File: src/design/ubd_cfg.svh
/*
 Timing counts and FIFO/data sizes for the break detect/send block.
 Assumes a 125 MHz system clock and 16x oversampling of the serial line.
*/
`ifndef UBD_CFG_SVH
`define UBD_CFG_SVH
`define UBD_CLK_HZ 125000000
`define UBD_BAUD 115200
`define UBD_OVS 16
`define UBD_TICK_DIV ((`UBD_CLK_HZ) / ((`UBD_BAUD) * (`UBD_OVS)))
`define UBD_FRAME_BITS 10
`define UBD_FIFO_DEPTH 16
`define UBD_FIFO_AW 4
`define UBD_DATA_W 8
`endif

File: src/design/ubd_pkg.sv
/*
 Types for the break detect/send block.
 Assumes ubd_cfg.svh is compiled alongside.
*/
package ubd_pkg;
	typedef enum logic [1:0] {UBD_IDLE, UBD_START, UBD_DATA, UBD_STOP} ubd_rx_state_t;
	typedef enum logic [1:0] {UBD_T_IDLE, UBD_T_START, UBD_T_DATA, UBD_T_STOP} ubd_tx_state_t;
endpackage

File: src/design/ubd_top.sv
/* Break detection on two serial receivers (plain and FIFO), break sending by pin override.
 Assumes 8N1 frames at the configured baud rate and an async rxd pin. */
// Overview of operation
// - Break gives all-zero frame: set framing error, parity error stays clear.
// - Plain unit halts reception fully after a break.
// - While halted: no shift into receive register, no transfer to data register.
// - Clearing transmitter enable resets transmitter at once; pin shows override level.
// - FIFO unit: break when framing error then space lasts over one frame.
// - On break FIFO unit stops pushing zero byte and stops shifting.
// - Break interrupt when receive or receive-error interrupt enable set.
// - FIFO unit resumes automatically when line returns to mark.
// - Live receive pin level readable via port input bit.
`timescale 1ns/10ps
`include "ubd_cfg.svh"
module ubd_top
	import ubd_pkg::*;
(
	input wire logic clk_sys,
	input wire logic reset_n,
	input wire logic rxd_pin,
	output logic txd_pin,
	output logic rxd_port_level,
	input wire logic clear_error_flags,
	output logic framing_error_flag,
	output logic parity_error_flag,
	output logic overrun_error_flag,
	output logic [7:0] receive_data_reg,
	output logic receive_data_valid,
	input wire logic receive_data_read,
	input wire logic parity_enable,
	output logic [7:0] receive_fifo_data,
	output logic receive_fifo_valid,
	input wire logic receive_fifo_ready,
	output logic line_break_flag,
	input wire logic clear_break_flag,
	input wire logic receive_irq_enable,
	input wire logic receive_error_irq_enable,
	output logic line_break_irq,
	input wire logic transmitter_on,
	input wire logic txd_pin_override_enable,
	input wire logic txd_pin_override_level,
	input wire logic [7:0] transmit_data,
	input wire logic transmit_valid,
	output logic transmit_ready
);
	localparam int DIV = `UBD_TICK_DIV;
	localparam int FRAME_TICKS = `UBD_FRAME_BITS * `UBD_OVS;
	logic [2:0] sync_reg;
	logic rx_reg;
	logic [15:0] div_reg;
	logic tick;
	ubd_rx_state_t rx_state_reg;
	logic [3:0] ovs_reg;
	logic [2:0] bit_reg;
	logic [7:0] receive_shift_reg;
	logic [7:0] fifo_shift_reg;
	logic frame_done;
	logic stop_low;
	logic plain_halt_reg;
	logic fifo_hold_reg;
	logic [8:0] break_cnt_reg;
	logic push;
	ubd_tx_state_t tx_state_reg;
	logic [3:0] tovs_reg;
	logic [2:0] tbit_reg;
	logic [7:0] tx_shift_reg;
	logic tx_line_reg;
	// Third stage and second must agree before the level is taken
	always_ff @(posedge clk_sys or negedge reset_n)
	begin
		if (!reset_n)
		begin
			sync_reg <= 3'h7;
			rx_reg <= 1'b1;
		end
		else
		begin
			sync_reg <= {sync_reg[1:0], rxd_pin};
			if (sync_reg[1] == sync_reg[2])
				rx_reg <= sync_reg[2];
		end
	end
	assign rxd_port_level = rx_reg;
	always_ff @(posedge clk_sys or negedge reset_n)
	begin
		if (!reset_n)
			div_reg <= '0;
		else if (div_reg == 16'(DIV - 1))
			div_reg <= '0;
		else
			div_reg <= div_reg + 16'h0001;
	end
	assign tick = (div_reg == 16'(DIV - 1));
	// Both units share one sampler; halts gate what each does with a frame
	assign frame_done = tick && rx_state_reg == UBD_STOP && ovs_reg == 4'hF;
	assign stop_low = !rx_reg;
	always_ff @(posedge clk_sys or negedge reset_n)
	begin
		if (!reset_n)
		begin
			rx_state_reg <= UBD_IDLE;
			ovs_reg <= '0;
			bit_reg <= '0;
			receive_shift_reg <= '0;
			fifo_shift_reg <= '0;
		end
		else if (tick)
		begin
			ovs_reg <= ovs_reg + 4'h1;
			case (rx_state_reg)
				UBD_IDLE:
				begin
					ovs_reg <= '0;
					if (!rx_reg && !fifo_hold_reg && break_cnt_reg == 9'h000)
						rx_state_reg <= UBD_START;
				end
				UBD_START:
					if (ovs_reg == 4'h7)
					begin
						ovs_reg <= '0;
						rx_state_reg <= rx_reg ? UBD_IDLE : UBD_DATA;
						bit_reg <= '0;
					end
				UBD_DATA:
					if (ovs_reg == 4'hF)
					begin
						if (!plain_halt_reg)
							receive_shift_reg <= {rx_reg, receive_shift_reg[7:1]};
						fifo_shift_reg <= {rx_reg, fifo_shift_reg[7:1]};
						bit_reg <= bit_reg + 3'h1;
						if (bit_reg == 3'h7)
							rx_state_reg <= UBD_STOP;
					end
				UBD_STOP:
					if (ovs_reg == 4'hF)
						rx_state_reg <= UBD_IDLE;
				default:
					rx_state_reg <= UBD_IDLE;
			endcase
		end
	end
	// Plain unit: data register, error flags, halt after break
	always_ff @(posedge clk_sys or negedge reset_n)
	begin
		if (!reset_n)
		begin
			receive_data_reg <= '0;
			receive_data_valid <= 1'b0;
			framing_error_flag <= 1'b0;
			parity_error_flag <= 1'b0;
			overrun_error_flag <= 1'b0;
			plain_halt_reg <= 1'b0;
		end
		else
		begin
			if (receive_data_read)
				receive_data_valid <= 1'b0;
			if (clear_error_flags)
			begin
				framing_error_flag <= 1'b0;
				parity_error_flag <= 1'b0;
				overrun_error_flag <= 1'b0;
				if (rx_reg)
					plain_halt_reg <= 1'b0;
			end
			// Set wins over a clear in the same cycle
			if (frame_done && !plain_halt_reg)
			begin
				if (parity_enable && (^receive_shift_reg[6:0]) != receive_shift_reg[7])
					parity_error_flag <= 1'b1;
				if (stop_low)
				begin
					framing_error_flag <= 1'b1;
					if (receive_shift_reg == 8'h00)
						plain_halt_reg <= 1'b1;
				end
				if (!(stop_low && receive_shift_reg == 8'h00))
				begin
					if (receive_data_valid && !receive_data_read)
						overrun_error_flag <= 1'b1;
					else
					begin
						receive_data_reg <= receive_shift_reg;
						receive_data_valid <= 1'b1;
					end
				end
			end
		end
	end
	// FIFO unit: break timer from framing error, automatic resume on mark
	always_ff @(posedge clk_sys or negedge reset_n)
	begin
		if (!reset_n)
		begin
			break_cnt_reg <= '0;
			fifo_hold_reg <= 1'b0;
			line_break_flag <= 1'b0;
		end
		else
		begin
			if (clear_break_flag)
				line_break_flag <= 1'b0;
			if (frame_done && stop_low)
				break_cnt_reg <= 9'h001;
			else if (break_cnt_reg != '0 && rx_reg)
				break_cnt_reg <= '0;
			else if (break_cnt_reg != '0 && tick && !fifo_hold_reg)
			begin
				break_cnt_reg <= break_cnt_reg + 9'h001;
				if (break_cnt_reg == 9'(FRAME_TICKS))
				begin
					fifo_hold_reg <= 1'b1;
					line_break_flag <= 1'b1;
				end
			end
			if (fifo_hold_reg && rx_reg)
				fifo_hold_reg <= 1'b0;
		end
	end
	assign line_break_irq = line_break_flag &&
		(receive_irq_enable || receive_error_irq_enable);
	// Any frame with framing error is dropped and never pushed, break or not
	assign push = frame_done && !fifo_hold_reg && !stop_low;
	ubd_fifo #(.WIDTH(`UBD_DATA_W), .DEPTH(`UBD_FIFO_DEPTH), .AW(`UBD_FIFO_AW)) u_fifo (
		.clk_sys(clk_sys),
		.reset_n(reset_n),
		.in_data(fifo_shift_reg),
		.in_valid(push),
		.in_ready(),
		.out_data(receive_fifo_data),
		.out_valid(receive_fifo_valid),
		.out_ready(receive_fifo_ready),
		.level()
	);
	// Transmitter: clearing enable resets it mid-frame
	always_ff @(posedge clk_sys or negedge reset_n)
	begin
		if (!reset_n)
		begin
			tx_state_reg <= UBD_T_IDLE;
			tovs_reg <= '0;
			tbit_reg <= '0;
			tx_shift_reg <= '0;
			tx_line_reg <= 1'b1;
		end
		else if (!transmitter_on)
		begin
			tx_state_reg <= UBD_T_IDLE;
			tovs_reg <= '0;
			tbit_reg <= '0;
			tx_line_reg <= 1'b1;
		end
		else
		begin
			case (tx_state_reg)
				UBD_T_IDLE:
					if (transmit_valid)
					begin
						tx_shift_reg <= transmit_data;
						tx_line_reg <= 1'b0;
						tovs_reg <= '0;
						tx_state_reg <= UBD_T_START;
					end
				UBD_T_START, UBD_T_DATA, UBD_T_STOP:
					if (tick)
					begin
						tovs_reg <= tovs_reg + 4'h1;
						if (tovs_reg == 4'hF)
						begin
							if (tx_state_reg == UBD_T_STOP)
								tx_state_reg <= UBD_T_IDLE;
							else if (tx_state_reg == UBD_T_START || tbit_reg != 3'h7)
							begin
								if (tx_state_reg == UBD_T_DATA)
									tbit_reg <= tbit_reg + 3'h1;
								tx_state_reg <= UBD_T_DATA;
								tx_line_reg <= tx_shift_reg[0];
								tx_shift_reg <= {1'b0, tx_shift_reg[7:1]};
							end
							else
							begin
								tbit_reg <= '0;
								tx_line_reg <= 1'b1;
								tx_state_reg <= UBD_T_STOP;
							end
						end
					end
				default:
					tx_state_reg <= UBD_T_IDLE;
			endcase
		end
	end
	assign transmit_ready = transmitter_on && tx_state_reg == UBD_T_IDLE;
	// Override takes the pin; break is sent by holding it low
	assign txd_pin = txd_pin_override_enable ? txd_pin_override_level : tx_line_reg;
endmodule

File: src/design/ubd_fifo.sv
/*
 Flip-flop FIFO with valid/ready on both sides.
 Assumes a single clock and asynchronous active-low reset.
*/
`timescale 1ns/10ps
module ubd_fifo #(
	parameter int WIDTH = 8,
	parameter int DEPTH = 16,
	parameter int AW = 4
) (
	input wire logic clk_sys,
	input wire logic reset_n,
	input wire logic [WIDTH-1:0] in_data,
	input wire logic in_valid,
	output logic in_ready,
	output logic [WIDTH-1:0] out_data,
	output logic out_valid,
	input wire logic out_ready,
	output logic [AW:0] level
);
	logic [WIDTH-1:0] mem_reg [DEPTH];
	logic [AW-1:0] wr_reg;
	logic [AW-1:0] rd_reg;
	logic [AW:0] cnt_reg;
	logic push;
	logic pop;
	assign in_ready = (cnt_reg != (AW+1)'(DEPTH));
	assign out_valid = (cnt_reg != '0);
	assign push = in_valid && in_ready;
	assign pop = out_valid && out_ready;
	assign out_data = mem_reg[rd_reg];
	assign level = cnt_reg;
	always_ff @(posedge clk_sys)
	begin
		if (push)
			mem_reg[wr_reg] <= in_data;
	end
	always_ff @(posedge clk_sys or negedge reset_n)
	begin
		if (!reset_n)
		begin
			wr_reg <= '0;
			rd_reg <= '0;
			cnt_reg <= '0;
		end
		else
		begin
			if (push)
				wr_reg <= wr_reg + AW'(1);
			if (pop)
				rd_reg <= rd_reg + AW'(1);
			cnt_reg <= cnt_reg + (AW+1)'(push) - (AW+1)'(pop);
		end
	end
endmodule

File: config.mk
export PLATFORM = sky130hd
export DESIGN_NAME = ubd_top
export DESIGN_NICKNAME = d
export VERILOG_FILES = /design/src/design/ubd_pkg.sv /design/src/design/ubd_top.sv /design/src/design/ubd_fifo.sv
export VERILOG_INCLUDE_DIRS = /design/src /design/src/design
export SDC_FILE = /design/constraint.sdc
export NUM_CORES = 1
export LEC_CHECK = 0
export BUFFER_PORTS_ARGS = -buffer_cell sky130_fd_sc_hd__buf_4
export CAP_MARGIN = 20
export CORE_ASPECT_RATIO = 0.9
export CORE_UTILIZATION = 61
export CTS_CLUSTER_DIAMETER = 50
export CTS_CLUSTER_SIZE = 25
export DETAILED_ROUTE_END_ITERATION = 8
export GPL_ROUTABILITY_DRIVEN = 1
export GPL_TIMING_DRIVEN = 0
export PLACE_DENSITY = 0.8
export SLEW_MARGIN = 20
export SYNTH_ARGS = -nofsm -noshare
export SYNTH_HDL_FRONTEND = slang
export SYNTH_SLANG_ARGS = --single-unit
File: constraint.sdc
create_clock -name clk_sys -period 3.2 [get_ports clk_sys]
set_clock_uncertainty 0.1 [all_clocks]
set_input_delay 0.32 -clock clk_sys [delete_from_list [all_inputs] [get_ports clk_sys]]
set_output_delay 0.32 -clock clk_sys [all_outputs]
set_load 0.02 [all_outputs]
==> flow_metrics.py <==
metrics = {
    "status": {
        "status": "completed",
    },
    "worst_setup_path": {
        "cp.required_ns": 2.78,
        "path_max_fanout": 10,
        "critPathKind": "flop to output port",
        "startpoint_type": "flop",
        "cp-end-kind": "output port",
        "cpPeakStageDelay_ns": 0.48,
        "crit_buf_inv": 3,
        "cp_data_arrival_time_ns": 2.74,
        "crit_chain": "clkbuf_1, clkbuf_2, mux4_2, mux4_2, buf_4",
        "crit_top_cell": "mux4_2",
        "slowest_stage": "mux4_2",
        "path_delay_family": "buffers and inverters",
    },
    "clock_network": {
        "cts_tree": "done",
        "cts_max_path_buffers": 3,
        "ctsHtreeMaxLevel": 1,
        "numClockSinks": 228,
        "cts_buffers": 19,
        "insertion_delay_ns": 0.50,
        "cts_root_buf": "clkbuf_16",
        "clk_pin_slew_ns": 0.08,
    },
    "hold_path": {
        "hold_class": "input pin to flop",
    },
    "routing": {
        "routed_via_density": 6.06,
        "drt_iter0_drc": 460,
        "firstDrtPassIters": 5,
        "drt_drc_violations_left": 0,
        "wirelength_mm": 20.6,
        "ant_nets": 0,
        "vias": 6031,
        "wire_per_inst_um": 20.7,
    },
    "power": {
        "cellPowerDensity_nw_per_um2": 600,
        "p_sw_share_pct": 27.7,
        "clockPowerShare_pct": 34.3,
        "vdd_drop_max_v": 0.000460,
        "leakagePower_uw": 0.00413,
        "p_int_uw": 5000,
        "power.switching_uw": 1910,
        "p_seq_share_pct": 47.9,
        "pwr-share-comb_pct": 17.8,
    },
    "synth": {
        "async_flop_share_pct": 43.9,
        "synthAdderAreaFrac_pct": 4.02,
        "synth_compound_area_share_pct": 3.92,
        "yosysTopAreaCellShare_pct": 38.1,
        "synth_area_leader_cell": "edfxtp_1",
        "syn_inst": 697,
        "yosysSeqAreaShare_pct": 62.9,
        "synth-edff-count": 128,
        "syn-num-nets": 750,
        "synth-xor-area-share_pct": 2.86,
        "synth_cell_types": 61,
        "synth_top_family_by_area": "multiplexers",
        "ys_ff_latch": 228,
        "synth_mux_area_share_pct": 12.0,
        "syn_area_per_cell_sq_um": 14.5,
        "synth_simple_gate_area_share_pct": 11.8,
        "yosysWarningCount": 0,
        "ys_top_cells_by_area": "edfxtp_1 38%, dfrtp_1 24%, mux4_2 8.9%",
        "synth_top_flop_cell": "edfxtp_1",
        "syn_area_sq_um": 10100,
    },
    "floorplanning": {
        "die_y_um": 124,
        "coreArea_sq_um": 16100,
        "top_level_ports": 48,
        "rows": 44,
        "die_area_sq_um": 17100,
        "initial_core_util_pct": 62.6,
        "die_x_um": 138,
    },
    "placed_design": {
        "dp_hpwl_mm": 13.1,
        "gp_congestion": 0.833,
        "dpl_cell_area_sq_um": 10700,
        "port_buffers": 47,
    },
    "finish": {
        "post-route-cell-area_sq_um": 11500,
        "largest_register_ffs": 128,
        "n_antenna_cell": 0,
        "finalCoreUtilization_pct": 71.5,
        "syn_to_final_growth_pct": 14.2,
        "drive_gt1_share_pct": 23.0,
        "nets": 829,
    },
    "sta": {
        "max_slew_margin_pct": 38.8,
        "setup_viol": 0,
        "drv_slew": 0,
        "post-route-min-period_ns": 3.16,
        "worstMarginPinSlew_ns": 0.918,
        "rsz0062_at_grt": "no",
        "fin_crit_sh_pct": 98.9,
        "fmaxAchievable_mhz": 316,
        "finalHoldViolations": 0,
    },
    "global_route": {
        "grt_pass1_wl_mm": 32.6,
        "grt_pass1_vias": 6105,
        "grt_usage_pct": 25.7,
        "overflow": 0,
        "antenna_found_initial": 0,
        "grt_max_degree": 101,
    },
    "job": {
        "maxCapViolations": 0,
    },
}
-- cells by family (layout without fill, tap and decap cells) --
group | count (synthesis) | in the layout
flip-flops | 228 | 228
AND/OR/NAND/NOR | 214 | 214
multiplexers | 65 | 65
AO/OA/AOI/OAI | 63 | 63
buffers and inverters | 62 | 153
XOR/XNOR | 33 | 33
adder cells (fa/ha/maj) | 32 | 32
-- power by group through the flow --
stage               clock (uW)  sequential, uW  combinational, uW
floorplan                    0            3340                885
global placement             0            3360               1110
detailed placement           0            3370               1160
CTS                       2400            3310               1220
global route              2510            3330               1350
finish                    2370            3310               1230
-- cell usage after synthesis, types with 5 or more instances --
cell type,count
edfxtp_1,128
dfrtp_1,95
nand2_1,45
mux4_2,40
nor2_1,39
inv_1,33
ha_1,30
nor3_1,28
nand3_1,24
xnor2_1,23
clkbuf_1,21
o21ai_0,21
and2_1,16
mux2_2,16
nand4_1,11
o22ai_1,10
xor2_1,10
a21oi_1,9
mux2_4,8
and4_1,7
and3_1,6
buf_2,6
nor2b_1,6
dfstp_2,5
nand2b_1,5
nor3b_1,5
-- worst paths after layout --
path	end	cells after the start	slack, ns	start
max in group asynchronous	u_fifo.level[4]$_DFF_PN0_	2	1.97	reset_n
min reg2reg	sync_reg[1]$_DFF_PN1_	0	0.24	sync_reg[0]$_DFF_PN1_
max	receive_fifo_data[4]	5	0.04	u_fifo.rd_reg[1]$_DFFE_PN0P_
max reg2reg	u_fifo.level[4]$_DFF_PN0_	12	0.18	u_fifo.level[2]$_DFF_PN0_
min	tx_shift_reg[2]$_DFFE_PN0P_	3	0.02	transmit_data[2]
min in group asynchronous	break_cnt_reg[4]$_DFFE_PN0P_	2	0.42	reset_n
-- placed cells by master (no fill, tap or decap), drive strengths merged, types with 9 or more instances in the layout --
| cell type | instances |
|---|---|
| o21ai | 21 |
| nand2 | 46 |
| mux4 | 40 |
| edfxtp | 128 |
| inv | 39 |
| and2 | 16 |
| mux2 | 24 |
| nand4 | 11 |
| a21oi | 9 |
| nor3 | 28 |
| o22ai | 10 |
| xor2 | 10 |
| xnor2 | 23 |
| dfrtp | 95 |
| ha | 30 |
| nor2 | 40 |
| clkbuf | 40 |
| buf | 58 |
| dlygate4sd3 | 9 |
| nand3 | 24 |
-- area by class of cell --
cell class | count | area [sq um]
Inverter | 33 | 124
Sequential cell | 228 | 6350
Fill cell | 1012 | 4600
Timing Repair Buffer | 59 | 469
Tap cell | 207 | 259
Multi-Input combinational cell | 407 | 3540
Clock buffer | 20 | 479
Clock inverter | 13 | 160
Buffer | 28 | 144
-- routing by layer --
metal,GRT usage (%),part of all wire (%),wire length [um]
met1,33.6,40,8310
met2,43.6,51,10600
met3,4.15,5.1,1040
met4,9.41,3.2,667
met5,0,0,0
-- worst reg2reg max path, stage by stage, from the launching register on --
cell and delay, ns:
dfrtp_1 0.39, inv_1 0.09, ha_1 0.17, or4b_2 0.62, and2_4 0.23, ha_1 0.28
inv_1 0.04, ha_1 0.20, fa_2 0.38, a21oi_2 0.16, nor2_1 0.06, nor2_1 0.11
xnor2_1 0.13
-- stage by stage --
step | total power [uW] | instances | setup WS [ns] | setup TNS, ns | hold WS, ns
3_5_place_dp | 4530 | 951 | -0.0451 | -0.0451 | 0.247
3_3_place_gp | 4470 | 951 | -0.282 | -8.64 | 0.247
6_report | 6920 | 995 | 0.0359 | 0 | 0.0213
4_1_cts | 6930 | 992 | 0.0162 | 0 | 0.00362
2_1_floorplan | 4230 | 697 | 0.120 | 0 | -0.0756
5_1_grt | 7180 | 995 | 0.00155 | 0 | 0.0221
-- timing repair --
item                                    4_1_cts  5_1_grt
pin swaps                                     0        1
hold buffers                                  9        0
resized for setup                             8        9
hold endpoints to repair                    103        0
buffers inserted                              0        3
endpoints found under the setup margin       12       86
(Power assumes the default switching activity.)
